### src/logic/ats_pkg.sv
// Package for the converter trigger-source selection block
`default_nettype none
package ats_pkg;
	localparam int SEQ_COUNT = 2;
	localparam int SEL_W = 4;
	// Field positions in the packed select word
	localparam int SEQ0_SEL_LSB = 0;
	localparam int SEQ1_SEL_LSB = 4;
	localparam logic [SEL_W-1:0] SEL_RESET = 4'h0;
	// Select encodings
	localparam logic [SEL_W-1:0] SEL_PROCESSOR = 4'h0;
	localparam logic [SEL_W-1:0] SEL_COMP0 = 4'h1;
	localparam logic [SEL_W-1:0] SEL_COMP1 = 4'h2;
	localparam logic [SEL_W-1:0] SEL_COMP2 = 4'h3;
	localparam logic [SEL_W-1:0] SEL_EXT_PIN = 4'h4;
	localparam logic [SEL_W-1:0] SEL_TIMER = 4'h5;
	localparam logic [SEL_W-1:0] SEL_ALWAYS = 4'hF;

	// Hardware event sources, sampled each clock
	typedef struct packed {
		logic       timer_trig;
		logic       ext_pin;
		logic [2:0] comp;
	} ats_sources_t;

	typedef enum logic [1:0] {
		ATS_IDLE,
		ATS_RUNNING
	} ats_state_t;
endpackage
`default_nettype wire

### src/logic/ats_trigger_select.sv
// Trigger-source selection and start request generation for sequencers 0 and 1
`timescale 1ns/1ps
`default_nettype none
module ats_trigger_select
	import ats_pkg::*;
(
	// Clock and reset
	input  wire logic                        clk,
	input  wire logic                        rst,
	// Select word write port
	input  wire logic                        sel_write,
	input  wire logic [2*SEL_W-1:0]          sel_wdata,
	output logic      [2*SEL_W-1:0]          sel_rdata,
	// Processor-initiated sample request, one bit per sequencer
	input  wire logic [SEQ_COUNT-1:0]        proc_initiate,
	// Hardware sources
	input  var  ats_sources_t                sources,
	// Sequencer handshake
	input  wire logic [SEQ_COUNT-1:0]        run_done,
	output logic      [SEQ_COUNT-1:0]        start_request
);

	////////////////////////////////////////////////////////////////////////
	// Source decode

	// Level of the chosen hardware source; reserved codes give no event
	// Reserved codes and the processor code fall to the default branch
	function automatic logic source_level(input logic [SEL_W-1:0] sel, input ats_sources_t src);
		case (sel)
			SEL_COMP0:   source_level = src.comp[0];
			SEL_COMP1:   source_level = src.comp[1];
			SEL_COMP2:   source_level = src.comp[2];
			SEL_EXT_PIN: source_level = src.ext_pin;
			// The timer only raises this line while its own output enable is set
			SEL_TIMER:   source_level = src.timer_trig;
			default:     source_level = 1'b0;
		endcase
	endfunction

	// Select field of one sequencer
	function automatic logic [SEL_W-1:0] sel_field(input logic [2*SEL_W-1:0] word, input int idx);
		case (idx)
			0:       sel_field = word[SEQ0_SEL_LSB +: SEL_W];
			1:       sel_field = word[SEQ1_SEL_LSB +: SEL_W];
			default: sel_field = SEL_RESET;
		endcase
	endfunction

	// Continuous mode needs no event and re-arms itself after each run
	function automatic logic is_continuous(input logic [SEL_W-1:0] sel);
		is_continuous = (sel == SEL_ALWAYS);
	endfunction

	////////////////////////////////////////////////////////////////////////
	// Select register

	// Written whole; a reserved code is stored as is
	// and simply gives no hardware event
	logic [2*SEL_W-1:0] sel_reg;
	logic [2*SEL_W-1:0] sel_next;

	always_comb
	begin
		sel_next = sel_reg;
		if (sel_write)
		begin
			sel_next = sel_wdata;
		end
	end

	always_ff @(posedge clk)
	begin
		if (rst)
		begin
			sel_reg <= {SEL_RESET, SEL_RESET};
		end
		else
		begin
			sel_reg <= sel_next;
		end
	end

	assign sel_rdata = sel_reg;

	////////////////////////////////////////////////////////////////////////
	// Source history

	// One history bit per source, so a change of select cannot fake an edge:
	// a source that is already high when selected gives no start
	ats_sources_t src_last_reg;
	ats_sources_t src_last_next;

	always_comb
	begin
		src_last_next = sources;
	end

	always_ff @(posedge clk)
	begin
		if (rst)
		begin
			src_last_reg <= '0;
		end
		else
		begin
			src_last_reg <= src_last_next;
		end
	end

	////////////////////////////////////////////////////////////////////////
	// Per-sequencer start logic

	// Each sequencer runs its own small state machine; the two share
	// only the select word, the live sources and the source history, so they may start in the same cycle.
	// A start during a run is not queued: the far side must drop and raise
	// the source again after the run ends if it needs a second start.
	genvar g;
	generate
		for (g = 0; g < SEQ_COUNT; g++)
		begin : g_seq
			logic [SEL_W-1:0] sel;
			logic             level_now;
			logic             level_last;
			logic             rise;
			logic             continuous;
			logic             start_reg;
			logic             start_next;
			ats_state_t       state_reg;
			ats_state_t       state_next;

			assign sel = sel_field(sel_reg, g);
			assign continuous = is_continuous(sel);

			// Rising edge of the selected source only
			always_comb
			begin
				level_now  = source_level(sel, sources);
				level_last = source_level(sel, src_last_reg);
				rise       = level_now && !level_last;
			end

			////////////////////////////////////////////////////////////////
			// Run state machine

			always_comb
			begin
				start_next = 1'b0;
				state_next = state_reg;
				case (state_reg)
					ATS_IDLE:
					begin
						// Processor request works whatever the select holds
						if (proc_initiate[g])
						begin
							start_next = 1'b1;
						end
						else if (continuous)
						begin
							start_next = 1'b1;
						end
						else if (rise)
						begin
							start_next = 1'b1;
						end
						if (start_next)
						begin
							state_next = ATS_RUNNING;
						end
					end
					ATS_RUNNING:
					begin
						// Edges during a run are dropped; no queueing of events
						if (run_done[g])
						begin
							state_next = ATS_IDLE;
							if (continuous)
							begin
								start_next = 1'b1;
								state_next = ATS_RUNNING;
							end
						end
					end
					// Unused state encoding falls back to idle
					default:
					begin
						state_next = ATS_IDLE;
					end
				endcase
			end

			always_ff @(posedge clk)
			begin
				if (rst)
				begin
					start_reg <= 1'b0;
					state_reg <= ATS_IDLE;
				end
				else
				begin
					start_reg <= start_next;
					state_reg <= state_next;
				end
			end

			// Straight from the register, one clean pulse per start
			assign start_request[g] = start_reg;
		end
	endgenerate

endmodule
`default_nettype wire

### config.mk
export PLATFORM = sky130hd
export DESIGN_NAME = ats_trigger_select
export DESIGN_NICKNAME = d
export VERILOG_FILES = /design/src/logic/ats_pkg.sv /design/src/logic/ats_trigger_select.sv
export SDC_FILE = /design/constraint.sdc
export NUM_CORES = 1
export LEC_CHECK = 0
export BUFFER_PORTS_ARGS = -buffer_cell sky130_fd_sc_hd__buf_2
export CAP_MARGIN = 15
export CORE_UTILIZATION = 45
export DETAILED_ROUTE_END_ITERATION = 6
export PLACE_DENSITY = 0.73
export SYNTH_ARGS = -nofsm -noshare
export SYNTH_HDL_FRONTEND = slang
export SYNTH_SLANG_ARGS = --single-unit
### constraint.sdc
create_clock -name clk -period 2.45 [get_ports clk]
set_input_delay 0.49 -clock clk [delete_from_list [all_inputs] [get_ports clk]]
set_output_delay 0.49 -clock clk [all_outputs]
set_load 0.02 [all_outputs]
==> results.toml <==
[timing]
fin_tns_setup_ns = 0
setup_ws_ns = 0.867
fin_crit_ns = 1.58
setup_viol = 0
drv_slew = 0
rsz0062_at_grt = "no"
fmax_ghz = 0.632
whs_ns = 0.424
hold_viol_final = 0
skew_ns = 0.00464
period_share_pct = 64.6
slew_headroom_pct = 74.9
tightest_slew_ns = 0.367

[setup_path]
cpPeakStageDelay_ns = 0.55
worstSetupPathType = "reg2out"
cp_top_family = "flip-flops"
cpMaxStageDelayCell = "dfxtp_1"
cp_max_fo = 12
r2r_end = "g_seq[1].start_reg"
crit_buf_inv = 1
r2r_setup_slack_ns = 0.89
r2r_cells = 4
cp.required_ns = 1.96
crit_arrival_ns = 1.09
end_kind = "primary output"
reg2reg_from = "sel_rdata[6]"
path_cells = "buf_2"
cp-start-kind = "register"

[cts]
cts_resized = 0
cts_tree = "yes"
clockBufferDepth = 2
clkTransAtPathRegs_ns = 0.10
post-cts-setup-buffers = 0
clock_latency_ns = 0.30
numCtsBuffers = 3
htreeDepth = 1
cts_root_buf = "clkbuf_4"
cts_hold_buf = 0
cts.sinks = 17

[die]
rows = 15
die_width_um = 45.5
start_util_pct = 48.7
die-area_um2 = 2070
core_area_um2 = 1750
io_pins = 30
die_h_um = 45.5

[drt]
postRouteAntennaNets = 0
drt_iter0_drc = 12
drt-pass1-iter-count = 4
drc = 0
routedWlPerCell_um = 12.3
avgViaCountPerCell = 5.36
vias = 756
wl_mm = 1.74

[cells_and_area]
fin_area_um2 = 1010
layout_common_cells = "buf_2, dfxtp_1, nor2_1"
layout-drive-gt1-share_pct = 30.2
antenna_cells = 0
largest_register_ffs = 8
final_common_cell = "buf_2"
layout.nets = 137
area_delta_synth_final_pct = 18.4

[grt]
track_usage_pct = 20.0
antenna_found_initial = 0
grt_max_degree = 18
grt_overflow = 0
grt_pass1_vias = 683
grt_pass1_wl_mm = 2.92

[pwr]
p_per_area_nw_per_um2 = 563
switching_share_pct = 28.4
p_clk_share_pct = 27.1
p_seq_share_pct = 56.0
combPwrFrac_pct = 16.9
ir_drop_v = 0.000374
switchingPower_mw = 0.161
leakage_nw = 0.434
internal-power_mw = 0.405

[synth]
synth_cell_types = 28
synthTopCellsByArea = "dfxtp_1, mux2i_1, nor2_1"
yosys.area.top_type = "dfxtp_1"
ys.warnings.count = 0
synth_edf_count = 0
yosysTopAreaCellShare_pct = 40.1
ys_ff_latch = 17
synth_cells = 91
syn_area_um2 = 850
ys.flop_type = "dfxtp_1"
synthArstFlopShare_pct = 0
ys_seq_area_share_pct = 40.1
avgSynthCellArea_um2 = 9.34
syn_nets = 111

[placement]
place_hpwl_mm = 1.30
dp_slack_ns = 0.917
portBuffers = 29
place_congestion = 0.730
dpl_cell_area_um2 = 980

[hold_path]
hold_path.class = "in2reg"
hold_end = "sel_rdata[3]"
holdCritStartpoint = "sel_wdata[3]"
whs_path_depth = 3

[flow_run]
max-cap-violations = 0

[outcome]
run_status = "finished clean"
## cells in the mapped netlist (2+ instances only)
library cell and n:
a2111oi_0 2, a211oi_1 2, a21oi_1 4, and4_1 2, buf_4 2, clkbuf_1 4, dfxtp_1 17, mux2i_1 12
nand2_1 3, nand2b_1 3, nand3b_1 2, nor2_1 13, nor2b_1 7, nor3_1 3, or3b_1 2
## power groups by stage
stage	logic, mW	clock network, mW	registers, mW
floorplan	0.0644	0	0.322
global placement	0.0937	0	0.322
detailed placement	0.0958	0	0.323
global route	0.106	0.167	0.321
finish	0.0954	0.154	0.317
CTS	0.0961	0.155	0.316
## layout make-up
type                    instances  area [um^2]
clock buffers                   4         26.3
fillers                       175          739
well taps                      25         31.3
multi-input cells              66          463
flip-flops and latches         17          340
repair buffers                 29          145
## per-stage QoR
step                power (mW)  instances  util (%)
floorplan                0.386         91         -
global placement         0.416        137      56.1
detailed placement       0.418        137      56.1
CTS                      0.567        141      57.6
global route             0.594        141      57.6
finish                   0.566        141      57.6
## per-layer routing
layer	global-route usage (%)	share of wire (%)	vias up
li1	-	-	379
met1	26.9	48	352
met2	29.1	44	20
met3	3.57	4.6	5
met4	12.7	2.4	0
met5	0	0	-
## cells by family after synthesis
logic type | Yosys count | synth area share, %
AOI/OAI and AO/OA | 17 | 16.5
DFF | 17 | 40.1
and+or+nand+nor | 37 | 23.9
buffers and inverters | 8 | 5.45
muxes | 12 | 14.1
## worst max-delay path by stage
| stage | from | to | cells past startpoint |
|---|---|---|---|
| after detailed placement | sel_rdata[6] | g_seq[1].start_reg | 4 |
| after global placement | sel_rdata[6] | g_seq[1].start_reg | 4 |
| after CTS | sel_rdata[1] | sel_rdata[1] | 1 |
| after global routing | sel_rdata[4] | g_seq[1].start_reg | 4 |
| final | sel_rdata[1] | sel_rdata[1] | 1 |
| after floorplan | sel_rdata[6] | g_seq[1].start_reg | 5 |
(Power assumes the default switching activity.)
